--- config.mk ---
export PLATFORM = sky130hd
export DESIGN_NAME = tmc_timer_channels
export DESIGN_NICKNAME = d
export VERILOG_FILES = /design/src/shared/tmc_pkg.sv /design/src/shared/tmc_flag_if.sv /design/src/tmc_event_flag.sv /design/src/tmc_timer_channels.sv
export SDC_FILE = /design/constraint.sdc
export NUM_CORES = 1
export LEC_CHECK = 0
export BUFFER_PORTS_ARGS = -buffer_cell sky130_fd_sc_hd__buf_2
export CORE_MARGIN = 3
export CORE_UTILIZATION = 60
export DETAILED_ROUTE_END_ITERATION = 10
export PLACE_DENSITY = 0.78
export REMOVE_ABC_BUFFERS = 1
export SYNTH_ARGS = -nofsm -noshare
export SYNTH_HDL_FRONTEND = slang
export SYNTH_SLANG_ARGS = --single-unit
--- constraint.sdc ---
create_clock -name pclk -period 5.2 [get_ports pclk]
set_clock_uncertainty 0.2 [all_clocks]
set_input_delay 1.04 -clock pclk [delete_from_list [all_inputs] [get_ports pclk]]
set_output_delay 1.04 -clock pclk [all_outputs]
set_load 0.02 [all_outputs]
--- src/shared/tmc_pkg.sv ---
// Shared constants and types for the timer channel block
`default_nettype none
package tmc_pkg;
    localparam int ADDR_W = 8;
    localparam int CNT_W = 16;
    localparam int DEF_CHANNELS = 2;
    // Byte addresses of the timer-wide registers
    localparam logic [7:0] OFF_SC = 8'h00;
    localparam logic [7:0] OFF_CNTH = 8'h04;
    localparam logic [7:0] OFF_CNTL = 8'h08;
    localparam logic [7:0] OFF_MODH = 8'h0C;
    localparam logic [7:0] OFF_MODL = 8'h10;
    // Channel n occupies OFF_CH_BASE + n * 16
    localparam logic [7:0] OFF_CH_BASE = 8'h20;
    localparam int CH_SPAN_SH = 4;
    localparam logic [1:0] CH_SC = 2'h0;
    localparam logic [1:0] CH_VH = 2'h1;
    localparam logic [1:0] CH_VL = 2'h2;
    // Timer status/control fields
    localparam int SC_TOF = 7;
    localparam int SC_OVERFLOW_IRQ_ENABLE = 6;
    localparam int SC_CENTRE_ALIGNED_SELECT = 5;
    localparam int SC_CNTEN = 4;
    // Channel status/control fields
    localparam int CSC_FLAG = 7;
    localparam int CSC_IE = 6;
    localparam int CSC_MSH = 5;
    localparam int CSC_MSL = 4;
    localparam int CSC_ELS_HI = 3;
    localparam int CSC_ELS_LO = 2;
    localparam logic [1:0] ELS_OFF = 2'h0;
    localparam logic [1:0] ELS_TOGGLE = 2'h1;
    localparam logic [1:0] ELS_CLEAR = 2'h2;
    localparam logic [1:0] ELS_SET = 2'h3;
    localparam logic [7:0] BYTE_ZERO = 8'h00;
    localparam logic [15:0] CNT_ZERO = 16'h0000;
    localparam logic [15:0] CNT_ONE = 16'h0001;
    localparam logic [15:0] CNT_TOP = 16'hFFFF;
    localparam logic [15:0] MOD_RST = 16'h0000;
    typedef enum logic [1:0] {
        MODE_CAPTURE,
        MODE_COMPARE,
        MODE_EDGE_PWM,
        MODE_CENTRE_PWM
    } tmc_mode_type;
endpackage
`default_nettype wire

--- src/shared/tmc_flag_if.sv ---
// Signals between the register logic and one event flag
`timescale 1ns/1ps
`default_nettype none
interface tmc_flag_if;
    logic event_set;
    logic read_seen;
    logic write_zero;
    logic flag;
    modport ctl (output event_set, output read_seen, output write_zero,
                 input flag);
    modport flg (input event_set, input read_seen, input write_zero,
                 output flag);
endinterface
`default_nettype wire

--- src/tmc_event_flag.sv ---
// Sticky event flag with read-then-write-zero clearing
`timescale 1ns/1ps
`default_nettype none
module tmc_event_flag (
    // Clock and reset
    input wire logic pclk,
    input wire logic presetn,
    // Flag controls
    tmc_flag_if.flg fl
);
    logic flag_reg;
    logic armed_reg;

    assign fl.flag = flag_reg;

    always_ff @(posedge pclk or negedge presetn) begin
        if (!presetn) begin
            flag_reg <= 1'b0;
            armed_reg <= 1'b0;
        end else if (fl.event_set) begin
            // New event wins and restarts the clear sequence
            flag_reg <= 1'b1;
            armed_reg <= 1'b0;
        end else if (fl.write_zero && armed_reg) begin
            flag_reg <= 1'b0;
            armed_reg <= 1'b0;
        end else if (fl.read_seen && flag_reg) begin
            armed_reg <= 1'b1;
        end
    end
endmodule
`default_nettype wire

--- src/tmc_timer_channels.sv ---
// Timer counter, modulus, channel modes, PWM buffering and event flags
// Operation
// - Non-centre, high mode bit selects edge PWM
// - Otherwise low mode bit picks capture/compare
// - Edge/level field sets edge, level, polarity
// - Field zero releases pin to general I/O
// - PWM value loads after both bytes, overflow
// - Compare channels load without waiting overflow
// - Reloaded PWM buffers update together
// - Timer control write restarts modulus pairing
// - Channel control write restarts value pairing
// - Flag sets on capture edge or match
// - Level request while enable and flag set
// - Clear by read-while-set then write zero
// - New event during clear keeps flag set
// - Free-run counter wraps FFFF to zero
// - Modulus limit wraps to zero, sets overflow
// - Up/down overflow at modulus turnaround
// - Overflow source plus one per channel
// - Writing one to flag does nothing
// - Channel enable bit readable, reset clear
`timescale 1ns/1ps
`default_nettype none
module tmc_timer_channels #(
    parameter int NUM_CH = tmc_pkg::DEF_CHANNELS,
    parameter int AW = tmc_pkg::ADDR_W
) (
    // Clock and reset
    input wire logic pclk,
    input wire logic presetn,
    // APB slave
    input wire logic [AW-1:0] paddr,
    input wire logic psel,
    input wire logic penable,
    input wire logic pwrite,
    input wire logic [31:0] pwdata,
    output logic [31:0] prdata,
    output logic pready,
    output logic pslverr,
    // Channel pins
    input wire logic [NUM_CH-1:0] ch_pin_in,
    output logic [NUM_CH-1:0] ch_pin_out,
    output logic [NUM_CH-1:0] ch_pin_oe,
    // Interrupt requests
    output logic overflow_irq,
    output logic [NUM_CH-1:0] channel_irq
);
    localparam int CW = tmc_pkg::CNT_W;

    function automatic logic [AW-1:0] ch_addr(input int n,
                                              input logic [1:0] r);
        ch_addr = AW'(tmc_pkg::OFF_CH_BASE)
                  + AW'(n << tmc_pkg::CH_SPAN_SH)
                  + AW'({r, 2'b00});
    endfunction

    function automatic tmc_pkg::tmc_mode_type mode_of(input logic cp,
                                                      input logic mh,
                                                      input logic ml);
        if (cp) begin
            mode_of = tmc_pkg::MODE_CENTRE_PWM;
        end else if (mh) begin
            mode_of = tmc_pkg::MODE_EDGE_PWM;
        end else if (ml) begin
            mode_of = tmc_pkg::MODE_COMPARE;
        end else begin
            mode_of = tmc_pkg::MODE_CAPTURE;
        end
    endfunction

    // Bus phases
    logic setup_ph;
    logic access_ph;
    logic wr_en;
    logic rd_setup;
    logic [7:0] wbyte;
    assign setup_ph = psel & ~penable;
    assign access_ph = psel & penable;
    assign wr_en = access_ph & pwrite;
    assign rd_setup = setup_ph & ~pwrite;
    assign wbyte = pwdata[7:0];

    // Timer-wide address decode
    logic hit_sc;
    logic hit_cnth;
    logic hit_cntl;
    logic hit_modh;
    logic hit_modl;
    logic [NUM_CH-1:0] ch_any_hit;
    logic mapped;
    assign hit_sc = paddr == AW'(tmc_pkg::OFF_SC);
    assign hit_cnth = paddr == AW'(tmc_pkg::OFF_CNTH);
    assign hit_cntl = paddr == AW'(tmc_pkg::OFF_CNTL);
    assign hit_modh = paddr == AW'(tmc_pkg::OFF_MODH);
    assign hit_modl = paddr == AW'(tmc_pkg::OFF_MODL);
    assign mapped = hit_sc | hit_cnth | hit_cntl | hit_modh | hit_modl
                    | (|ch_any_hit);

    logic sc_wr;
    logic cnt_wr;
    assign sc_wr = wr_en & hit_sc;
    assign cnt_wr = wr_en & (hit_cnth | hit_cntl);

    // Timer control state
    logic overflow_irq_enable_reg;
    logic centre_aligned_select_reg;
    logic cnt_en_reg;
    logic [CW-1:0] cnt_reg;
    logic down_reg;
    logic [CW-1:0] mod_reg;
    logic [7:0] mod_hi_buf_reg;
    logic [7:0] mod_lo_buf_reg;
    logic mod_hi_wr_reg;
    logic mod_lo_wr_reg;

    always_ff @(posedge pclk or negedge presetn) begin
        if (!presetn) begin
            overflow_irq_enable_reg <= 1'b0;
            centre_aligned_select_reg <= 1'b0;
            cnt_en_reg <= 1'b0;
        end else if (sc_wr) begin
            overflow_irq_enable_reg <= wbyte[tmc_pkg::SC_OVERFLOW_IRQ_ENABLE];
            centre_aligned_select_reg <= wbyte[tmc_pkg::SC_CENTRE_ALIGNED_SELECT];
            cnt_en_reg <= wbyte[tmc_pkg::SC_CNTEN];
        end
    end

    // Counter and overflow detection
    logic at_top;
    logic ovf_evt;
    assign at_top = (mod_reg == tmc_pkg::MOD_RST) ?
                    (cnt_reg == tmc_pkg::CNT_TOP) :
                    (cnt_reg == mod_reg);
    // Overflow marks a wrap (up) or the turnaround at the top (up/down)
    assign ovf_evt = cnt_en_reg & at_top
                     & (~centre_aligned_select_reg | ~down_reg);

    always_ff @(posedge pclk or negedge presetn) begin
        if (!presetn) begin
            cnt_reg <= tmc_pkg::CNT_ZERO;
            down_reg <= 1'b0;
        end else if (cnt_wr) begin
            cnt_reg <= tmc_pkg::CNT_ZERO;
            down_reg <= 1'b0;
        end else if (cnt_en_reg) begin
            if (!centre_aligned_select_reg) begin
                down_reg <= 1'b0;
                if (at_top) begin
                    cnt_reg <= tmc_pkg::CNT_ZERO;
                end else begin
                    cnt_reg <= cnt_reg + tmc_pkg::CNT_ONE;
                end
            end else if (!down_reg) begin
                if (at_top) begin
                    down_reg <= 1'b1;
                    cnt_reg <= cnt_reg - tmc_pkg::CNT_ONE;
                end else begin
                    cnt_reg <= cnt_reg + tmc_pkg::CNT_ONE;
                end
            end else if (cnt_reg == tmc_pkg::CNT_ZERO) begin
                down_reg <= 1'b0;
                cnt_reg <= cnt_reg + tmc_pkg::CNT_ONE;
            end else begin
                cnt_reg <= cnt_reg - tmc_pkg::CNT_ONE;
            end
        end
    end

    // Modulus byte pairing
    logic mod_load;
    assign mod_load = mod_hi_wr_reg & mod_lo_wr_reg;

    always_ff @(posedge pclk or negedge presetn) begin
        if (!presetn) begin
            mod_reg <= tmc_pkg::MOD_RST;
            mod_hi_buf_reg <= tmc_pkg::BYTE_ZERO;
            mod_lo_buf_reg <= tmc_pkg::BYTE_ZERO;
            mod_hi_wr_reg <= 1'b0;
            mod_lo_wr_reg <= 1'b0;
        end else if (sc_wr) begin
            mod_hi_wr_reg <= 1'b0;
            mod_lo_wr_reg <= 1'b0;
        end else begin
            if (mod_load) begin
                mod_reg <= {mod_hi_buf_reg, mod_lo_buf_reg};
            end
            if (wr_en && hit_modh) begin
                mod_hi_buf_reg <= wbyte;
                mod_hi_wr_reg <= 1'b1;
            end else if (mod_load) begin
                mod_hi_wr_reg <= 1'b0;
            end
            if (wr_en && hit_modl) begin
                mod_lo_buf_reg <= wbyte;
                mod_lo_wr_reg <= 1'b1;
            end else if (mod_load) begin
                mod_lo_wr_reg <= 1'b0;
            end
        end
    end

    // Overflow flag
    tmc_flag_if tof_if ();
    assign tof_if.event_set = ovf_evt;
    assign tof_if.read_seen = rd_setup & hit_sc;
    assign tof_if.write_zero = sc_wr & ~wbyte[tmc_pkg::SC_TOF];
    tmc_event_flag tof_flag (
        .pclk(pclk),
        .presetn(presetn),
        .fl(tof_if.flg)
    );
    assign overflow_irq = tof_if.flag & overflow_irq_enable_reg;

    // Channels
    tmc_flag_if ch_if [NUM_CH] ();
    logic [7:0] ch_rd [NUM_CH];
    logic [7:0] ch_or [NUM_CH+1];
    assign ch_or[0] = tmc_pkg::BYTE_ZERO;

    for (genvar n = 0; n < NUM_CH; n++) begin : ch_g
        logic ie_reg;
        logic msh_reg;
        logic msl_reg;
        logic [1:0] els_reg;
        logic [CW-1:0] val_reg;
        logic [7:0] vh_buf_reg;
        logic [7:0] vl_buf_reg;
        logic vh_wr_reg;
        logic vl_wr_reg;
        logic pin_s1_reg;
        logic pin_s2_reg;
        logic pin_s3_reg;
        logic out_reg;
        tmc_pkg::tmc_mode_type mode;
        logic hsc;
        logic hvh;
        logic hvl;
        logic is_pwm;
        logic is_cap;
        logic csc_wr;
        logic rise;
        logic fall;
        logic cap_evt;
        logic match;
        logic val_load;

        assign hsc = paddr == ch_addr(n, tmc_pkg::CH_SC);
        assign hvh = paddr == ch_addr(n, tmc_pkg::CH_VH);
        assign hvl = paddr == ch_addr(n, tmc_pkg::CH_VL);
        assign ch_any_hit[n] = hsc | hvh | hvl;
        assign csc_wr = wr_en & hsc;
        assign mode = mode_of(centre_aligned_select_reg, msh_reg, msl_reg);
        assign is_pwm = (mode == tmc_pkg::MODE_EDGE_PWM)
                        | (mode == tmc_pkg::MODE_CENTRE_PWM);
        assign is_cap = mode == tmc_pkg::MODE_CAPTURE;

        always_ff @(posedge pclk or negedge presetn) begin
            if (!presetn) begin
                ie_reg <= 1'b0;
                msh_reg <= 1'b0;
                msl_reg <= 1'b0;
                els_reg <= tmc_pkg::ELS_OFF;
            end else if (csc_wr) begin
                ie_reg <= wbyte[tmc_pkg::CSC_IE];
                msh_reg <= wbyte[tmc_pkg::CSC_MSH];
                msl_reg <= wbyte[tmc_pkg::CSC_MSL];
                els_reg <= {wbyte[tmc_pkg::CSC_ELS_HI],
                            wbyte[tmc_pkg::CSC_ELS_LO]};
            end
        end

        // Pin sampling, two stages before edge detection
        always_ff @(posedge pclk or negedge presetn) begin
            if (!presetn) begin
                pin_s1_reg <= 1'b0;
                pin_s2_reg <= 1'b0;
                pin_s3_reg <= 1'b0;
            end else begin
                pin_s1_reg <= ch_pin_in[n];
                pin_s2_reg <= pin_s1_reg;
                pin_s3_reg <= pin_s2_reg;
            end
        end
        assign rise = pin_s2_reg & ~pin_s3_reg;
        assign fall = ~pin_s2_reg & pin_s3_reg;
        // Field 01 rising, 10 falling, 11 both, 00 capture disabled
        assign cap_evt = is_cap & ((els_reg[0] & rise)
                                   | (els_reg[1] & fall));
        // Only a ticking counter matches, so a stopped one cannot refire
        assign match = cnt_en_reg & ~is_cap & (cnt_reg == val_reg);
        // Compare loads at once; PWM waits for the shared overflow
        assign val_load = vh_wr_reg & vl_wr_reg
                          & (~is_pwm | ovf_evt);

        always_ff @(posedge pclk or negedge presetn) begin
            if (!presetn) begin
                val_reg <= tmc_pkg::CNT_ZERO;
                vh_buf_reg <= tmc_pkg::BYTE_ZERO;
                vl_buf_reg <= tmc_pkg::BYTE_ZERO;
                vh_wr_reg <= 1'b0;
                vl_wr_reg <= 1'b0;
            end else begin
                if (cap_evt) begin
                    val_reg <= cnt_reg;
                end else if (val_load) begin
                    val_reg <= {vh_buf_reg, vl_buf_reg};
                end
                if (csc_wr) begin
                    vh_wr_reg <= 1'b0;
                    vl_wr_reg <= 1'b0;
                end else begin
                    if (wr_en && hvh) begin
                        vh_buf_reg <= wbyte;
                        vh_wr_reg <= 1'b1;
                    end else if (val_load) begin
                        vh_wr_reg <= 1'b0;
                    end
                    if (wr_en && hvl) begin
                        vl_buf_reg <= wbyte;
                        vl_wr_reg <= 1'b1;
                    end else if (val_load) begin
                        vl_wr_reg <= 1'b0;
                    end
                end
            end
        end

        // Pin level: compare acts on match, PWM follows the duty compare
        always_ff @(posedge pclk or negedge presetn) begin
            if (!presetn) begin
                out_reg <= 1'b0;
            end else if (is_pwm) begin
                // Field 10 high-true, x1 low-true
                out_reg <= (cnt_reg < val_reg) ^ els_reg[0];
            end else if (match) begin
                unique case (els_reg)
                    tmc_pkg::ELS_TOGGLE: out_reg <= ~out_reg;
                    tmc_pkg::ELS_CLEAR: out_reg <= 1'b0;
                    tmc_pkg::ELS_SET: out_reg <= 1'b1;
                    tmc_pkg::ELS_OFF: out_reg <= out_reg;
                endcase
            end
        end
        assign ch_pin_out[n] = out_reg;
        // Zero field hands the pin back even if the channel runs
        assign ch_pin_oe[n] = (els_reg != tmc_pkg::ELS_OFF)
                              & ~is_cap;

        assign ch_if[n].event_set = cap_evt | match;
        assign ch_if[n].read_seen = rd_setup & hsc;
        assign ch_if[n].write_zero = csc_wr
                                     & ~wbyte[tmc_pkg::CSC_FLAG];
        tmc_event_flag ch_flag (
            .pclk(pclk),
            .presetn(presetn),
            .fl(ch_if[n].flg)
        );
        assign channel_irq[n] = ch_if[n].flag & ie_reg;

        assign ch_rd[n] = hsc ? {ch_if[n].flag, ie_reg, msh_reg, msl_reg,
                                 els_reg, 2'b00} :
                          hvh ? val_reg[15:8] :
                          hvl ? val_reg[7:0] : tmc_pkg::BYTE_ZERO;
        assign ch_or[n+1] = ch_or[n] | ch_rd[n];
    end

    // Read selection
    logic [7:0] rd_byte;
    logic [7:0] tmr_sc_rd;
    assign tmr_sc_rd = {tof_if.flag, overflow_irq_enable_reg, centre_aligned_select_reg, cnt_en_reg,
                        4'h0};
    assign rd_byte = hit_sc ? tmr_sc_rd :
                     hit_cnth ? cnt_reg[15:8] :
                     hit_cntl ? cnt_reg[7:0] :
                     hit_modh ? mod_reg[15:8] :
                     hit_modl ? mod_reg[7:0] : ch_or[NUM_CH];

    // Read data captured in setup, held through the access phase
    logic [31:0] prdata_reg;
    always_ff @(posedge pclk or negedge presetn) begin
        if (!presetn) begin
            prdata_reg <= 32'h0000_0000;
        end else if (rd_setup) begin
            prdata_reg <= {24'h00_0000, rd_byte};
        end
    end
    assign prdata = prdata_reg;
    assign pready = 1'b1;
    assign pslverr = access_ph & ~mapped;
endmodule
`default_nettype wire

## Yosys cells after proc, flatten, opt, wreduce, memory -nomap -nowiden

Cells that the tools add are included.

- Register bits: 154
- Bits of input ports: 47
- Word-level logic and storage cells: 274

- Add/sub/neg operators: 2
- Order comparisons: 2
- Equal/unequal tests: 26
- Multiplexer cells: 71
- Bitwise gates (word level): 82
- Reductions and logical operators: 48

Operator list:

| operator | number |
|---|---|
| two-way mux 16 bit | 11 |
| two-way mux 8 bit | 11 |
| == test 16 bit | 3 |
| == test 8 x 6 -> 1 bit (second input constant) | 6 |
| two-way mux 1 bit | 43 |
| AND 1 bit | 41 |
| logical NOT 16 bit | 2 |
| < comparator 16 bit | 2 |
| nonzero test 3 bit | 9 |
| nonzero test 2 bit | 10 |
| NOT 1 bit | 19 |
| OR 1 bit | 19 |
| AND reduction 2 bit | 9 |
| adder 16 x 1 -> 16 bit (second input constant) | 1 |
| == test 16 bit (second input constant) | 1 |
| == test 2 bit (second input constant) | 8 |
| == test 8 x 4 -> 1 bit (second input constant) | 2 |
| subtractor 16 x 1 -> 16 bit (second input constant) | 1 |
| logical AND 1 bit | 12 |
| == test 8 x 3 -> 1 bit (second input constant) | 1 |
| == test 8 x 5 -> 1 bit (second input constant) | 1 |
| logical NOT 2 bit | 4 |
| logical NOT 8 bit | 1 |
| two-way mux 2 bit | 4 |
| other kinds (6) | 10 |

## Depth between registers and ports, before layout

- Depth in word-level cells: 11
- Gate-level depth with buffers: 13
- Gate-level depth less buffers: 12

## Modules after synthesis

Synthesis repeated with hierarchy kept, for this count alone.

- Cell total of the unflattened synthesis: 922
- Area, all modules: 9165.0 um^2

By module, submodules not included:

| module | instances | cells each | area each (um^2) |
|---|---|---|---|
| tmc_timer_channels | 1 | 901 | 8924.8 |
| tmc_event_flag | 3 | 7 | 80.1 |

## Worst setup path after synthesis

OpenSTA, ideal clock, no wires.

- Path kind: input to output
- From: input port paddr[7]
- To: output port pslverr
- Data arrival time: 3.127 ns
- Data required time: 3.960 ns
- Path slack: 0.833 ns
- Cell stages on the path: 6
- Path buffers: 1
- Path through: nor3_1 nand2b_1 clkbuf_1 nor2_1 or4_1 a2111oi_0

- Longest elaborated chain between the ends: 8
- Elaborated cells between the ends (all ways): 23

Ends and longest elaborated chain:

| element | line | source |
|---|---|---|
| from (decl) | tmc_timer_channels.sv:32 | `input wire logic [AW-1:0] paddr,` |
| == test 8 x 3 -> 1 bit or logical NOT 8 bit (tied branches) | tmc_timer_channels.sv:92, tmc_timer_channels.sv:91 |  |
| OR 1 bit (4 in series) | tmc_timer_channels.sv:96 | `assign mapped = hit_sc \| hit_cnth \| hit_cntl \| hit_modh \| hit_modl` |
| OR 1 bit * | tmc_timer_channels.sv:97 | `\| (\|ch_any_hit);` |
| NOT 1 bit * | tmc_timer_channels.sv:389 | `assign pslverr = access_ph & ~mapped;` |
| AND 1 bit * | tmc_timer_channels.sv:389 |  |
| to (decl) | tmc_timer_channels.sv:39 | `output logic pslverr,` |

Every way passes the cells marked *; elsewhere a longest branch is shown, timed or not.

## Worst setup path after layout

Ends and elaborated chain as after synthesis.

==> run_results.csv <==
group,metric,value,unit
floorplan,die_y,129.5,µm
detailed_routing,via_per_inst,6.533,
worst_hold_path,hold_path.class,"reg2reg",
yosys,yosysWarnings,0,
sta,slew_violations,0,
power_and_ir_drop,leakagePower,4.569,nW
sta,worstMarginPinSlew,1.132,ns
clock_tree,cts.sinks,154,
clock_tree,clock_latency,0.43,ns
power_and_ir_drop,power.share.clock,0.404,
worst_setup_path,path_delay_family,"simple AND/OR/NAND/NOR gates",
yosys,yosys_most_used_dff,"dfrtp_1",
placement,routabilityCongestion,0.9659,
cells_and_area,final_common_cell,"dfrtp_1",
flow_run,cap_violations,0,
clock_tree,numCtsBuffers,17,
grt,grt_pass1_vias,7081,
floorplan,start_util,0.6222,
clock_tree,htreeDepth,4,
power_and_ir_drop,p_switching,0.8966,mW
worst_setup_path,worstSetupPathType,"in2out",
detailed_routing,initialDrtViolationCount,990,
worst_setup_path,r2r_cells,12,
sta,hold_viol_final,0,
floorplan,io_pins,88,
power_and_ir_drop,p_per_area,300.6,mW/mm²
power_and_ir_drop,ir_drop,258.0,µV
placement,place.port_buffers,38,
floorplan,rows,44,
sta,relSlewSlack,0.2456,
grt,grt_max_degree,79,
power_and_ir_drop,p_sw_frac,0.2999,
grt,overflow,0,
grt,grt_pass1_wl,39430,µm
sta,setup_viol,0,
worst_setup_path,slowest_stage,"a2111oi_0",
clock_tree,postCtsSetupBuffers,0,
worst_setup_path,critical_path.max_fanout,10,
placement,place_hpwl,17280,µm
yosys,avgSynthCellArea,9.952,µm²
worst_setup_path,timing.critical_path.mode_cell,"buf_2",
worst_setup_path,cp.arrival,3.18,ns
worst_hold_path,hold_start,"ch_g[0].pin_s1_reg",
yosys,async_flop_share,1.000,
worst_hold_path,min_path_cells,0,
sta,period_share,0.8505,
sta,fmax,226.1,MHz
detailed_routing,ant_nets,0,
power_and_ir_drop,seqPwrFrac,0.430,
sta,rsz0062_at_grt,"no",
grt,antenna_found_initial,0,
clock_tree,clock_path_buffers,2,
worst_setup_path,path_cells,"buf_2 > nor3_1 > nand2b_1 > nor2_1 > or4_1 > a2111oi_0 > buf_2",
yosys,synth_edf_count,0,
sta,fin_crit,4.423,ns
yosys,syn_area,0.009146,mm²
clock_tree,cts-root-buf,"clkbuf_16",
worst_setup_path,regToRegEndpoint,"ch_g[0].val_reg[14]",
cells_and_area,nets,1028,
floorplan,core_area,0.01470,mm²
worst_setup_path,crit_path_start_kind,"input port",
placement,dp_slack,0.9691,ns
floorplan,dieArea,0.01676,mm²
cells_and_area,syn_to_final_growth,8.741,%
sta,fin_ws,0.7774,ns
power_and_ir_drop,combPwrFrac,0.166,
worst_setup_path,path_buf_inv,2,
clock_tree,clk_pin_slew,0.06,ns
cells_and_area,diodes,0,
worst_setup_path,regToRegSetupSlack,0.99,ns
floorplan,dieWidth,129.5,µm
detailed_routing,drt-pass1-iter-count,6,
detailed_routing,detail_route.drc_violations,0,
clock_tree,holdBufCountCts,0,
cells_and_area,drive_gt1_frac,0.2044,
sta,finalSetupTns,0,ns
cells_and_area,mostFrequentLayoutCells,"dfrtp_1 (154), nand2_1 (85), mux2_2 (79)",
yosys,synthDistinctLibCells,69,
worst_setup_path,reg2reg_from,"mod_reg[6]",
detailed_routing,avgRoutedWirePerCell,22.29,µm
yosys,syn_inst,919,
power_and_ir_drop,p_int,2.093,mW
worst_setup_path,max_stage_delay,0.69,ns
clock_tree,cts_resized,0,
detailed_routing,drt-total-wl,25480,µm
yosys,ys_ff_latch,154,
worst_hold_path,hold_end,"ch_g[0].pin_s2_reg",
grt,track_usage,0.3118,
status,status,"complete, no violations",
yosys,ys_seq_area_frac,0.4213,
worst_setup_path,critPathRequiredTime,3.96,ns
detailed_routing,num_vias,7467,
clock_tree,cts_tree,"done",
cells_and_area,largest_reg_flops,32,
power_and_ir_drop,total_power,2.989,mW
worst_setup_path,cp-end-kind,"output port",
-- layer usage --
| layer | GRT usage | vias to the layer above | wire length (µm) |
|---|---|---|---|
| met5 | 0 | - | 0 |
| met4 | 0.1271 | 0 | 923 |
| met3 | 0.06307 | 65 | 2781 |
| met2 | 0.4729 | 392 | 11400 |
| met1 | 0.4419 | 3635 | 10380 |
| li1 | - | 3375 | - |
-- Yosys cell counts (13+ instances only) --
cell type  number  share of area
dfrtp_1       154           0.42
nand2_1        85          0.035
mux2_2         79          0.097
nor2_1         60          0.025
o21ai_0        43          0.024
mux2i_1        36          0.039
ha_1           35          0.048
inv_1          35          0.014
clkbuf_1       33          0.014
buf_4          30          0.025
a21oi_1        27          0.015
a22oi_1        22          0.018
nand3_1        19          0.010
xnor2_1        19          0.018
o21ai_1        17         0.0093
a31oi_1        15          0.010
a41oi_1        14          0.013
and3_1         13         0.0089
nand4_1        13         0.0089
-- power groups by stage --
stage | logic, mW | clock network [mW] | registers, mW
floorplan | 0.296 | 0 | 1.32
global placement | 0.476 | 0 | 1.30
detailed placement | 0.484 | 0 | 1.31
CTS | 0.489 | 1.21 | 1.28
global route | 0.552 | 1.27 | 1.29
finish | 0.496 | 1.21 | 1.29
-- kinds of logic (layout without fill, tap and decap cells) --
group | count (synthesis) | after routing | synth area share
DFF | 154 | 154 | 0.4213
and+or+nand+nor | 268 | 268 | 0.1451
AOI/OAI and AO/OA | 210 | 210 | 0.1599
buffers and inverters | 111 | 128 | 0.06525
muxes | 115 | 115 | 0.1367
xor gates and xnor gates | 24 | 24 | 0.02298
other | 2 | 25 | 0.0008211
adders and majority gates | 35 | 35 | 0.04788
-- area by class of cell --
cell class,count,area (µm²)
fill,1140,4753
tap,184,230.2
multi-input combinational,677,4787
timing repair buffer,60,374.1
clock inverter,14,136.4
clock buffer,18,429.2
sequential,154,3854
inverter,36,135.1
-- through the flow --
| stage | hold WS (ns) | utilization | cell area (µm²) | std cells |
|---|---|---|---|---|
| after CTS | 0.1503 | 0.6766 | 9946 | 1143 |
| after floorplan | 0.1312 | - | 8771 | 867 |
| after global routing | 0.1712 | 0.6766 | 9946 | 1143 |
| after global placement | 0.1344 | 0.6382 | 9380 | 1111 |
| final | 0.1467 | 0.6766 | 9946 | 1143 |
| after detailed placement | 0.1358 | 0.6382 | 9380 | 1111 |
-- worst max path at each step --
stage	startpoint	end	slack [ns]	cells past startpoint
after floorplan	paddr[7]	pslverr	0.93	5
after global placement	paddr[7]	pslverr	0.87	7
after detailed placement	paddr[7]	pslverr	0.97	7
after CTS	paddr[7]	pslverr	0.95	7
after global routing	mod_reg[6]	ch_g[0].val_reg[4]	0.71	12
final	paddr[7]	pslverr	0.78	7
Power figures use the tool's default switching activity.
